`src/verilog/sprr_defs.svh`:
```
// Constants for the serial port role routing block
`ifndef SPRR_DEFS_SVH
`define SPRR_DEFS_SVH
`define SPRR_COMM_REG_OFFSET 3'h4
`define SPRR_BIT_TX_CLK_EN   2
`define SPRR_BIT_RX_CLK_EN   3
`define SPRR_BIT_REMOTE_LOOP 4
`define SPRR_BIT_LOCAL_LOOP  5
`define SPRR_BIT_TEST_STATUS 7
`define SPRR_COMM_RESET      8'h00
`define SPRR_IRQ_SEL_TEST    2'h3
`endif

```
`src/verilog/sprr_pkg.sv`:
```
// Types for the serial port role routing block
package sprr_pkg;
  typedef enum logic [1:0] {
    SPRR_ROLE_TERMINAL = 2'b01,
    SPRR_ROLE_COMM     = 2'b10
  } sprr_role_t;
endpackage : sprr_pkg

```
`src/verilog/sprr_sync.sv`:
```
// Two-flop synchroniser for pin inputs
module sprr_sync #(
  parameter int WIDTH = 1
) (
  input  wire logic             clk_sys,
  input  wire logic             reset,
  input  wire logic [WIDTH-1:0] din,
  output logic      [WIDTH-1:0] dout
);
  logic [WIDTH-1:0] stage1;
  always_ff @(posedge clk_sys or posedge reset) begin
    if (reset) begin
      stage1 <= '0;
      dout   <= '0;
    end else begin
      stage1 <= din;
      dout   <= stage1;
    end
  end
endmodule : sprr_sync

```
`src/verilog/sprr_routing.sv`:
```
// Serial port role routing between controller, register and connector
// Behaviour
// - A static strap picks the terminal or communication role, which sets signal meaning, pins and clock options.
// - Terminal role drives RTS and DTR and receives CD, CTS on channel A and DSR on the channel B carrier input.
// - Terminal role drives the transmit clock out from channel A's clock pin when its enable bit is set, else takes it in.
// - Terminal role treats the receive clock enable as clear and always takes the receive clock in.
// - Local loopback output follows register bit D5 and remote loopback follows bit D4.
// - Asserted test mode can raise an interrupt and reads as register bit D7.
// - Communication role drives CTS, CD and DSR and receives DTR and RTS, with CD from channel B's request output.
// - Communication role drives the receive clock from channel B's clock pin when its enable is set, else takes it in.
// - Communication role treats the transmit clock enable as set and always drives the transmit clock out.
// - Communication role swaps drive and receive connector positions so a straight cable joins the two roles.
// - Test signals behave the same in both roles.
// - The communications register sits at offset four from the card base.
// - The test mode interrupt reaches the host only when the interrupt source field selects test mode.
// - Writes to the receive clock enable do nothing in terminal role and to the transmit enable in communication role.
`include "sprr_defs.svh"
module sprr_routing (
  input  wire logic               clk_sys,
  input  wire logic               reset,
  input  wire logic               role_comm_strap,
  input  wire logic [2:0]         reg_addr,
  input  wire logic               reg_write,
  input  wire logic [7:0]         reg_wdata,
  output logic      [7:0]         reg_rdata,
  input  wire logic               irq_source_hi,
  input  wire logic               irq_source_lo,
  // Controller side
  input  wire logic               chan_a_rts_out,
  input  wire logic               chan_a_ready_req_out,
  input  wire logic               chan_b_ready_req_out,
  input  wire logic               chan_a_tx_data,
  output logic                    chan_a_rx_data,
  output logic                    chan_a_cts_in,
  output logic                    chan_a_carrier_in,
  output logic                    chan_b_carrier_in,
  input  wire logic               chan_a_clock_pin_o,
  output logic                    chan_a_clock_pin_i,
  input  wire logic               chan_b_clock_pin_o,
  output logic                    rx_clock_inputs,
  // Connector side, each position as input, output and enable
  input  wire logic               conn_pin2_i,
  output logic                    conn_pin2_o,
  output logic                    conn_pin2_oe,
  input  wire logic               conn_pin3_i,
  output logic                    conn_pin3_o,
  output logic                    conn_pin3_oe,
  input  wire logic               conn_pin4_i,
  output logic                    conn_pin4_o,
  output logic                    conn_pin4_oe,
  input  wire logic               conn_pin5_i,
  output logic                    conn_pin5_o,
  output logic                    conn_pin5_oe,
  input  wire logic               conn_pin6_i,
  output logic                    conn_pin6_o,
  output logic                    conn_pin6_oe,
  input  wire logic               conn_pin8_i,
  output logic                    conn_pin8_o,
  output logic                    conn_pin8_oe,
  input  wire logic               conn_pin20_i,
  output logic                    conn_pin20_o,
  output logic                    conn_pin20_oe,
  input  wire logic               tx_element_clock_i,
  output logic                    tx_element_clock_o,
  output logic                    tx_element_clock_oe,
  input  wire logic               rx_element_clock_i,
  output logic                    rx_element_clock_o,
  output logic                    rx_element_clock_oe,
  output logic                    local_loop_out,
  output logic                    remote_loop_out,
  input  wire logic               test_mode_in,
  output logic                    test_mode_irq,
  output sprr_pkg::sprr_role_t    role
);
  import sprr_pkg::*;

  ////////////////////////////////////////////////////////////////////////////
  // Synchronisers
  logic       strapSync;
  logic [9:0] pinSync;
  logic       modeSync;
  logic       pin2S, pin3S, pin4S, pin5S, pin6S, pin8S, pin20S, txClkS, rxClkS;

  sprr_sync #(.WIDTH(1)) u_strap (
    .clk_sys (clk_sys),
    .reset   (reset),
    .din     (role_comm_strap),
    .dout    (strapSync)
  );
  sprr_sync #(.WIDTH(10)) u_pins (
    .clk_sys (clk_sys),
    .reset   (reset),
    .din     ({test_mode_in, rx_element_clock_i, tx_element_clock_i, conn_pin20_i, conn_pin8_i,
               conn_pin6_i, conn_pin5_i, conn_pin4_i, conn_pin3_i, conn_pin2_i}),
    .dout    (pinSync)
  );
  assign {modeSync, rxClkS, txClkS, pin20S, pin8S, pin6S, pin5S, pin4S, pin3S, pin2S} = pinSync;

  ////////////////////////////////////////////////////////////////////////////
  // Role and communications register
  sprr_role_t next_role;
  logic       isComm;
  logic       localLoop, remoteLoop, txClkEn, rxClkEn;
  logic       next_localLoop, next_remoteLoop, next_txClkEn, next_rxClkEn;
  logic       regHit;

  assign isComm = (role == SPRR_ROLE_COMM);
  assign regHit = reg_write && (reg_addr == `SPRR_COMM_REG_OFFSET);

  always_comb begin
    next_role       = strapSync ? SPRR_ROLE_COMM : SPRR_ROLE_TERMINAL;
    next_localLoop  = localLoop;
    next_remoteLoop = remoteLoop;
    next_txClkEn    = txClkEn;
    next_rxClkEn    = rxClkEn;
    if (regHit) begin
      next_localLoop  = reg_wdata[`SPRR_BIT_LOCAL_LOOP];
      next_remoteLoop = reg_wdata[`SPRR_BIT_REMOTE_LOOP];
      next_txClkEn    = reg_wdata[`SPRR_BIT_TX_CLK_EN];
      next_rxClkEn    = reg_wdata[`SPRR_BIT_RX_CLK_EN];
    end
  end

  always_ff @(posedge clk_sys or posedge reset) begin
    if (reset) begin
      role       <= SPRR_ROLE_TERMINAL;
      localLoop  <= 1'b0;
      remoteLoop <= 1'b0;
      txClkEn    <= 1'b0;
      rxClkEn    <= 1'b0;
    end else begin
      role       <= next_role;
      localLoop  <= next_localLoop;
      remoteLoop <= next_remoteLoop;
      txClkEn    <= next_txClkEn;
      rxClkEn    <= next_rxClkEn;
    end
  end

  // Effective enables after role forcing
  logic effTx, effRx;
  assign effTx = isComm ? 1'b1 : txClkEn;
  assign effRx = isComm ? rxClkEn : 1'b0;

  ////////////////////////////////////////////////////////////////////////////
  // Registered routing
  logic [7:0] next_rdata;
  logic next_rxData, next_cts, next_carA, next_carB, next_clkA, next_rxIn;
  logic next_p2, next_p2e, next_p3, next_p3e, next_p4, next_p4e, next_p5, next_p5e;
  logic next_p6, next_p6e, next_p8, next_p8e, next_p20, next_p20e;
  logic next_tco, next_tcoe, next_rco, next_rcoe, next_irq;

  always_comb begin
    next_rdata = 8'h00;
    next_rdata[`SPRR_BIT_TEST_STATUS] = modeSync;
    next_rdata[`SPRR_BIT_LOCAL_LOOP]  = localLoop;
    next_rdata[`SPRR_BIT_REMOTE_LOOP] = remoteLoop;
    next_rdata[`SPRR_BIT_RX_CLK_EN]   = effRx;
    next_rdata[`SPRR_BIT_TX_CLK_EN]   = effTx;
    next_irq  = modeSync && ({irq_source_hi, irq_source_lo} == `SPRR_IRQ_SEL_TEST);
    next_p2   = chan_a_tx_data;
    next_p2e  = 1'b1;
    next_p3   = 1'b0;
    next_p3e  = 1'b0;
    next_rxData = pin3S;
    if (isComm) begin
      next_p2e    = 1'b0;
      next_p3     = chan_a_tx_data;
      next_p3e    = 1'b1;
      next_rxData = pin2S;
      next_p4  = 1'b0;
      next_p4e = 1'b0;
      next_cts = pin4S;
      next_p5  = chan_a_rts_out;
      next_p5e = 1'b1;
      next_p6  = chan_a_ready_req_out;
      next_p6e = 1'b1;
      next_p8  = chan_b_ready_req_out;
      next_p8e = 1'b1;
      next_p20  = 1'b0;
      next_p20e = 1'b0;
      next_carA = pin20S;
      next_carB = 1'b0;
    end else begin
      next_p4  = chan_a_rts_out;
      next_p4e = 1'b1;
      next_cts = pin5S;
      next_p5  = 1'b0;
      next_p5e = 1'b0;
      next_p6  = 1'b0;
      next_p6e = 1'b0;
      next_carB = pin6S;
      next_p8  = 1'b0;
      next_p8e = 1'b0;
      next_carA = pin8S;
      next_p20  = chan_a_ready_req_out;
      next_p20e = 1'b1;
    end
    // Transmit element clock on channel A clock pin
    next_tco  = chan_a_clock_pin_o;
    next_tcoe = effTx;
    next_clkA = effTx ? 1'b0 : txClkS;
    // Receive element clock from channel B clock pin
    next_rco  = chan_b_clock_pin_o;
    next_rcoe = effRx;
    next_rxIn = effRx ? chan_b_clock_pin_o : rxClkS;
  end

  always_ff @(posedge clk_sys or posedge reset) begin
    if (reset) begin
      reg_rdata           <= `SPRR_COMM_RESET;
      test_mode_irq       <= 1'b0;
      local_loop_out      <= 1'b0;
      remote_loop_out     <= 1'b0;
      chan_a_rx_data      <= 1'b0;
      chan_a_cts_in       <= 1'b0;
      chan_a_carrier_in   <= 1'b0;
      chan_b_carrier_in   <= 1'b0;
      chan_a_clock_pin_i  <= 1'b0;
      rx_clock_inputs     <= 1'b0;
      conn_pin2_o  <= 1'b0;  conn_pin2_oe  <= 1'b0;
      conn_pin3_o  <= 1'b0;  conn_pin3_oe  <= 1'b0;
      conn_pin4_o  <= 1'b0;  conn_pin4_oe  <= 1'b0;
      conn_pin5_o  <= 1'b0;  conn_pin5_oe  <= 1'b0;
      conn_pin6_o  <= 1'b0;  conn_pin6_oe  <= 1'b0;
      conn_pin8_o  <= 1'b0;  conn_pin8_oe  <= 1'b0;
      conn_pin20_o <= 1'b0;  conn_pin20_oe <= 1'b0;
      tx_element_clock_o  <= 1'b0;
      tx_element_clock_oe <= 1'b0;
      rx_element_clock_o  <= 1'b0;
      rx_element_clock_oe <= 1'b0;
    end else begin
      reg_rdata           <= next_rdata;
      test_mode_irq       <= next_irq;
      local_loop_out      <= localLoop;
      remote_loop_out     <= remoteLoop;
      chan_a_rx_data      <= next_rxData;
      chan_a_cts_in       <= next_cts;
      chan_a_carrier_in   <= next_carA;
      chan_b_carrier_in   <= next_carB;
      chan_a_clock_pin_i  <= next_clkA;
      rx_clock_inputs     <= next_rxIn;
      conn_pin2_o  <= next_p2;   conn_pin2_oe  <= next_p2e;
      conn_pin3_o  <= next_p3;   conn_pin3_oe  <= next_p3e;
      conn_pin4_o  <= next_p4;   conn_pin4_oe  <= next_p4e;
      conn_pin5_o  <= next_p5;   conn_pin5_oe  <= next_p5e;
      conn_pin6_o  <= next_p6;   conn_pin6_oe  <= next_p6e;
      conn_pin8_o  <= next_p8;   conn_pin8_oe  <= next_p8e;
      conn_pin20_o <= next_p20;  conn_pin20_oe <= next_p20e;
      tx_element_clock_o  <= next_tco;
      tx_element_clock_oe <= next_tcoe;
      rx_element_clock_o  <= next_rco;
      rx_element_clock_oe <= next_rcoe;
    end
  end

  ////////////////////////////////////////////////////////////////////////////
  // Assertions
  property p_term_rx_clk_in;
    @(posedge clk_sys) disable iff (reset)
      (role == SPRR_ROLE_TERMINAL && $past(role) == SPRR_ROLE_TERMINAL) |=> !rx_element_clock_oe;
  endproperty
  a_term_rx_clk_in: assert property (p_term_rx_clk_in) else $error("rx clock driven in terminal role");

  property p_comm_tx_clk_out;
    @(posedge clk_sys) disable iff (reset)
      (role == SPRR_ROLE_COMM) |=> tx_element_clock_oe;
  endproperty
  a_comm_tx_clk_out: assert property (p_comm_tx_clk_out) else $error("tx clock not driven in comm role");

  property p_term_tx_follow;
    @(posedge clk_sys) disable iff (reset)
      (role == SPRR_ROLE_TERMINAL && role == $past(role)) |=> (tx_element_clock_oe == $past(txClkEn));
  endproperty
  a_term_tx_follow: assert property (p_term_tx_follow) else $error("tx clock direction wrong");

  property p_comm_rx_follow;
    @(posedge clk_sys) disable iff (reset)
      (role == SPRR_ROLE_COMM) |=> (rx_element_clock_oe == $past(rxClkEn));
  endproperty
  a_comm_rx_follow: assert property (p_comm_rx_follow) else $error("rx clock direction wrong");

  property p_loop_write;
    @(posedge clk_sys) disable iff (reset)
      regHit |-> ##2 (local_loop_out == $past(reg_wdata[`SPRR_BIT_LOCAL_LOOP], 2))
        && (remote_loop_out == $past(reg_wdata[`SPRR_BIT_REMOTE_LOOP], 2));
  endproperty
  a_loop_write: assert property (p_loop_write) else $error("loop outputs do not follow write");

  property p_irq_gate;
    @(posedge clk_sys) disable iff (reset)
      test_mode_irq |-> ($past({irq_source_hi, irq_source_lo}) == `SPRR_IRQ_SEL_TEST) && $past(modeSync);
  endproperty
  a_irq_gate: assert property (p_irq_gate) else $error("irq raised without selection");

  property p_status_bit;
    @(posedge clk_sys) disable iff (reset)
      ##1 reg_rdata[`SPRR_BIT_TEST_STATUS] == $past(modeSync);
  endproperty
  a_status_bit: assert property (p_status_bit) else $error("test status bit wrong");

  property p_comm_swap;
    @(posedge clk_sys) disable iff (reset)
      (role == SPRR_ROLE_COMM) |=> conn_pin3_oe && !conn_pin2_oe && conn_pin8_oe && !conn_pin20_oe;
  endproperty
  a_comm_swap: assert property (p_comm_swap) else $error("comm role pins not swapped");

  property p_term_drive;
    @(posedge clk_sys) disable iff (reset)
      (role == SPRR_ROLE_TERMINAL) |=> conn_pin4_oe && conn_pin20_oe && !conn_pin6_oe;
  endproperty
  a_term_drive: assert property (p_term_drive) else $error("terminal role drive wrong");

  c_comm_role:   cover property (@(posedge clk_sys) role == SPRR_ROLE_COMM);
  c_irq:         cover property (@(posedge clk_sys) test_mode_irq);
  c_tx_clk_out:  cover property (@(posedge clk_sys) role == SPRR_ROLE_TERMINAL && tx_element_clock_oe);
  c_rx_clk_out:  cover property (@(posedge clk_sys) rx_element_clock_oe);
endmodule : sprr_routing

```
`config.mk`:
```
export PLATFORM = sky130hd
export DESIGN_NAME = sprr_routing
export DESIGN_NICKNAME = d
export VERILOG_FILES = /design/src/verilog/sprr_pkg.sv /design/src/verilog/sprr_sync.sv /design/src/verilog/sprr_routing.sv
export VERILOG_INCLUDE_DIRS = /design/src /design/src/verilog
export SDC_FILE = /design/constraint.sdc
export NUM_CORES = 1
export LEC_CHECK = 0
export BUFFER_PORTS_ARGS = -buffer_cell sky130_fd_sc_hd__buf_2
export CAP_MARGIN = 10
export CORE_UTILIZATION = 51
export CTS_BUF_LIST = sky130_fd_sc_hd__clkbuf_4 sky130_fd_sc_hd__clkbuf_8
export DETAILED_ROUTE_END_ITERATION = 8
export PLACE_DENSITY_LB_ADDON = 0.25
export SLEW_MARGIN = 20
export SYNTH_ARGS = -nofsm -noshare
export SYNTH_HDL_FRONTEND = slang
export SYNTH_SLANG_ARGS = --single-unit
```
`constraint.sdc`:
```
create_clock -name clk_sys -period 2.4 [get_ports clk_sys]
set_clock_uncertainty 0.2 [all_clocks]
set_input_delay 0.12 -clock clk_sys [delete_from_list [all_inputs] [get_ports clk_sys]]
set_output_delay 0.12 -clock clk_sys [all_outputs]
set_load 0.02 [all_outputs]
```
* Word-level counts from Yosys, hierarchy flattened *
Cells that the tools add are included.

cells by class
  reduce and logical (&&, ||, !) cells = 2
  equality and inequality tests = 3
  muxes and demuxes = 17

operators with widths
  cell                  count
  $mux W1               16
  $eq A2 B2 Y1 const B  2
  $eq A3 B3 Y1 const B  1
  $logic_and A1 B1 Y1   2
  $mux W2               1

storage, ports and cells
  output and inout bits = 37
  logic and storage cells = 54
  bits of input ports = 33
  register bits after elaboration = 55

* Logic depth before layout (Yosys ltp) *
  depth after elaboration = 3
  mapped depth = 3
  depth with buffers taken out = 2

* By module *
Synthesis repeated with hierarchy kept, for this count alone.

second synthesis, totals
  cell total of the unflattened synthesis = 92
  area, all modules = 1596.5 um^2

by module, submodules not included
  module               cells each  sequential area each (um^2)  area an instance (um^2)  times used
  sprr_routing         68          726.9                        1038.5                   1
  sprr_sync (u_pins)   21          500.5                        504.2                    1
  sprr_sync (u_strap)  3           50.0                         53.8                     1

* Least setup slack after synthesis *
No wires, ideal clock.

  path type = reg2reg
  start = register role[0]
  end = register rx_clock_inputs
  path slack = 1.010 ns
  data required time = 2.075 ns
  setup time = 0.125 ns
  stages on the path, launching flop included = 3
  period minus slack after synthesis = 1.390 ns
  data arrival time = 1.066 ns
  buffers on the path = 0
  cell sequence = dfstp_2 > nand3b_1 > mux2_2

on the way
  word-level cells in the longest chain between the ends = 3

RTL lines
  what                    RTL line             text
  from (decl)             sprr_routing.sv:73   output sprr_pkg::sprr_role_t role
  from (signal assigned)  sprr_routing.sv:132  role <= next_role;
  $eq A2 B2 Y1            sprr_routing.sv:107  assign isComm = (role == SPRR_ROLE_COMM);
  $mux W1                 sprr_routing.sv:143  assign effRx = isComm ? rxClkEn : 1'b0;
  $mux W1                 sprr_routing.sv:206  next_rxIn = effRx ? chan_b_clock_pin_o : rxClkS;
  via next_rxIn           sprr_routing.sv:148  logic next_rxData, next_cts, next_carA, next_carB, next_clkA, next_rxIn;
  to (signal assigned)    sprr_routing.sv:242  rx_clock_inputs <= next_rxIn;
  to (decl)               sprr_routing.sv:40   output logic rx_clock_inputs,

The timed path passes the listed nets, and every way through them passes these cells.
A chain may end at the register's enable or synchronous reset.

* Worst setup path after layout *
  start = register u_pins.dout[9]
  end = register test_mode_irq

on the way
  word-level cells in the longest chain between the ends = 1

RTL lines
  what                    RTL line             text
  from (decl)             sprr_sync.sv:8       output logic [WIDTH-1:0] dout
  from (signal assigned)  sprr_sync.sv:17      dout <= stage1;
  $logic_and A1 B1 Y1     sprr_routing.sv:160  next_irq = modeSync && ({irq_source_hi, irq_source_lo} == `SPRR_IRQ_SEL_TEST);
  via next_irq            sprr_routing.sv:151  logic next_tco, next_tcoe, next_rco, next_rcoe, next_irq;
  to (signal assigned)    sprr_routing.sv:234  test_mode_irq <= next_irq;
  to (decl)               sprr_routing.sv:72   output logic test_mode_irq,

The timed path passes the listed nets, and every way through them passes these cells.

==> results by stage <==
Outcome:
- The run finished, with violations left.
- The checks that failed: design-rule violations.

Place:
- The count of input and output buffers is 62.
- The HPWL after detailed placement is 1410 um.
- The pre-CTS setup slack is 1010 ps.
- The congestion estimate from routability-driven global placement came to 0.628.

STA:
- The slew at the pin closest to its max-slew limit is between 600 and 700 ps.
- Setup repair after global routing left no endpoint under its margin.
- The worst pin sits at a relative slew slack of 0.537.
- The final hold violation count is 0.
- In the final timing run, aggregate negative setup slack is 0 ps.
- Setup violations remaining at the end of the flow were counted as 0.
- The worst hold margin is 77.0 ps.
- The max-slew violation count was 0.
- Subtracting the final worst setup slack from the clock period gives 1420 ps.
- The final setup slack of the worst path is between 900 and 1000 ps.
- The share of the clock period used by the worst path after layout is 0.592.
- For this run, the top clock speed supported by timing is ~700 MHz.

Route:
- The number of nets with antenna violations after detailed routing is 0.
- The first TritonRoute pass finished after 5 iterations.
- The detailed router finished its first iteration with 9 violations.
- The detailed-route wire length per cell is ~11 um.
- Summing over every cut layer, the via total after detailed routing is 915.
- Dividing the detail-routed via count by the number of cells gives 4.46.
- The final routed DRC violation total is 7.
- For this block, the routed nets add up to 2250 um of wire.

Pwr:
- The internal portion of the total power is between 1 and 1.5 mW.
- The power per standard cell area is slightly above 700 nW/um^2.
- In this run the power spent charging and discharging nets is 0.375 mW.
- Of the total power, the clock network draws 0.246.
- The leakage power summed over all cells is about 1.1 nW.
- The peak ir drop on the vdd network is around 570 uV.
- The share of total power dissipated in sequential elements is 0.610.
- The part of the power in combinational logic is 0.144.
- Of the total power, the share spent switching nets is 0.241.

Worst setup path:
- The cell depth of the worst flop-to-flop path is 2.
- At the worst endpoint, the required time is 2440 ps.
- Across all register-to-register paths, the minimum setup slack is 980 ps.
- The endpoint arrival time on the critical path is 1460 ps.
- The biggest fanout along the worst timing path is 2.
- The endpoint kind of the worst setup timing path is a flip-flop.
- The category of the worst setup path launch point is a flip-flop.
- The source of the worst register-to-register timing path is u_pins.dout[9].
- On the worst path, the slowest cell contributes a delay of 550 ps.
- Walking the worst path, the cells encountered are and3_1 -> dlygate4sd3_1.
- The start-to-end type of the worst setup path is reg -> reg.
- The endpoint of the worst-slack reg-to-reg timing path is test_mode_irq.
- The slowest stage of the critical path belongs to the cell sky130_fd_sc_hd__dlygate4sd3_1.

Min path:
- The worst hold path begins at reg_addr[1].
- The path with the worst hold slack has its endpoint at remoteLoop.
- The classification of the worst-slack hold path is in -> reg.
- The number of stages on the worst hold path is 3.

Global routing:
- For met2 alone, demand over resource in global routing was 0.266.
- The total congestion overflow after global routing is 0.
- For met1 alone, demand over resource in global routing was 0.157.
- met2 is the most crowded layer.
- The largest net degree at the start of global routing is 37.
- The first-pass GRT wire length is ~3600 um.
- The met3 global-route usage is 0.0491.
- The global-route total usage across every layer is 0.156.
- The number of antenna violations at the first check in global routing is 0.
- The via count of the first global-routing pass is 921.

CTS:
- The number of clock buffers inserted by TritonCTS is 5.
- The number of clock sinks is 51.
- The total number of H-tree levels is 2.
- The buffer type at the clock tree root is sky130_fd_sc_hd__clkbuf_4.
- At the later pin of the worst-skew pair, clock insertion delay measures 350 ps.
- The CTS tree is done.
- The clock-pin slew on the worst setup and hold paths is 130 ps.
- The clock tree buffer depth is 2.

Floorplanning:
- For this design the top-level I/O count stands at 70.
- The effective utilization at floorplan is 0.557.
- The floorplan step set the die height to around 58 um.
- In this run the core area contains 19 standard-cell rows.
- The horizontal extent of the die is 57.8 um.
- The floorplan step defined a die boundary enclosing 3340 sq um.
- In this run the standard cell core region covers 2850 sq um.

Finish:
- The multi-input logic area is 203 sq um.
- The total of fill cells in the finished design is about 180.
- The diode insertion count for antenna repair is 0.
- The fraction of final layout cells with drive strength greater than 1 is 0.483.
- Summing all flip-flop and latch instances after layout gives 1280 sq um.
- The final layout contains 206 nets.
- The area growth from synthesis to layout is 35.7%.
- The utilization after layout is 0.756.

Logic synthesis:
- The number of synthesized flops with an enable pin is 0.
- The sequential fraction of the synthesis area is 0.804.
- The share of synthesized area in the top cell type comes to 0.787.
- The most common cell in the netlist is sky130_fd_sc_hd__dfrtp_1.
- In the synthesized netlist the async set-or-reset flop fraction comes to 1.00.
- Counting flops and latches in the post-synthesis netlist gives 51.
- The main flop type after synthesis is sky130_fd_sc_hd__dfrtp_1.
- The synthesized netlist occupies a cell area of 1590 sq um.
- The unique cell type count in the Yosys netlist is 15.
- Of all cell types, the one taking the most synthesized area is sky130_fd_sc_hd__dfrtp_1.
- After synthesis, the cell types taking the most area are sky130_fd_sc_hd__dfrtp_1 (79%), sky130_fd_sc_hd__buf_4 (5.7%), sky130_fd_sc_hd__mux2_2 (5.7%).
- The Yosys step of the flow raised 0 warnings.
- In the synthesized netlist, the cells that appear most often are sky130_fd_sc_hd__dfrtp_1 (50), sky130_fd_sc_hd__buf_4 (12), sky130_fd_sc_hd__mux2_2 (8), sky130_fd_sc_hd__and2_1 (4), sky130_fd_sc_hd__inv_1 (4).
- The mean cell area of the mapped netlist is 17.7 sq um.
- Counting every instance in the synthesized netlist gives 90.

Job:
- The number of maximum-capacitance violations is 0.
per-stage QoR:
| stage | cells | instance area [sq um] | total power, mW |
|---|---|---|---|
| floorplan | 92 | 1600 | 1.11 |
| global placement | 173 | 1850 | 1.15 |
| detailed placement | 173 | 1850 | 1.16 |
| CTS | 205 | 2160 | 1.58 |
| global route | 205 | 2160 | 1.63 |
| finish | 205 | 2160 | 1.55 |
worst max-delay path by stage:
stage	startpoint	end	slack, ps	cells past startpoint
floorplan	reset	chan_a_carrier_in	850	1
global placement	role[1]	chan_a_rx_data	1040	2
detailed placement	role[1]	chan_a_cts_in	1010	2
CTS	role[0]	role[0]	950	1
global route	role[0]	role[0]	930	1
finish	u_pins.dout[9]	test_mode_irq	980	2
registers in the layout, summed over array words and instances, names as in the netlist, 2 cells and up:
register and count:
reg_rdata 5, u_pins.dout 10, role 2, u_pins.stage1 10
cell usage in the layout, fill, tap and decap left out, drive strengths merged, types with 3 or more instances in the layout:
master       instances
dlygate4sd3         24
buf                 63
nor2b                4
inv                  4
clkbuf               7
mux2                 8
dfrtp               50
and2                 4
conb                 3
area by class of cell:
cell class              count  share of cell area
flip-flops and latches     51               0.593
repair buffers             87               0.259
multi-input cells          24              0.0940
clock buffers               7              0.0273
well taps                  31              0.0180
inverters                   4             0.00696
clock inverters             1             0.00232
power groups by stage:
stage	Clock [mW]	Combinational [mW]	Sequential, mW
global route	0.431	0.240	0.956
detailed placement	0	0.195	0.966
finish	0.382	0.223	0.948
floorplan	0	0.102	1.01
global placement	0	0.193	0.962
CTS	0.408	0.225	0.949
critical path, delay by kind of cell, from the launching register on:
kind | cells | cell delay, ps
flip-flops | 1 | 390
buffers and inverters | 1 | 550
AND/OR/NAND/NOR | 1 | 170
metal layers:
metal  vias to the layer above  routed length, um
li1                        436                  -
met1                       425                866
met2                        46               1130
met3                         8                174
met4                         0                 74
met5                         -                  0
cell families after synthesis:
logic type | count (synthesis) | share of synthesized area
simple gates | 13 | 0.0638
buf+inv | 17 | 0.0732
other cells | 1 | 0.00236
flops | 51 | 0.804
mux | 8 | 0.0567
repair_timing:
| item | CTS | global route |
|---|---|---|
| buffers inserted | 0 | 0 |
| resized for setup | 0 | 0 |
| hold buffers | 24 | 0 |
| endpoints found under the hold margin | 60 | 0 |
(Power assumes the default switching activity.)
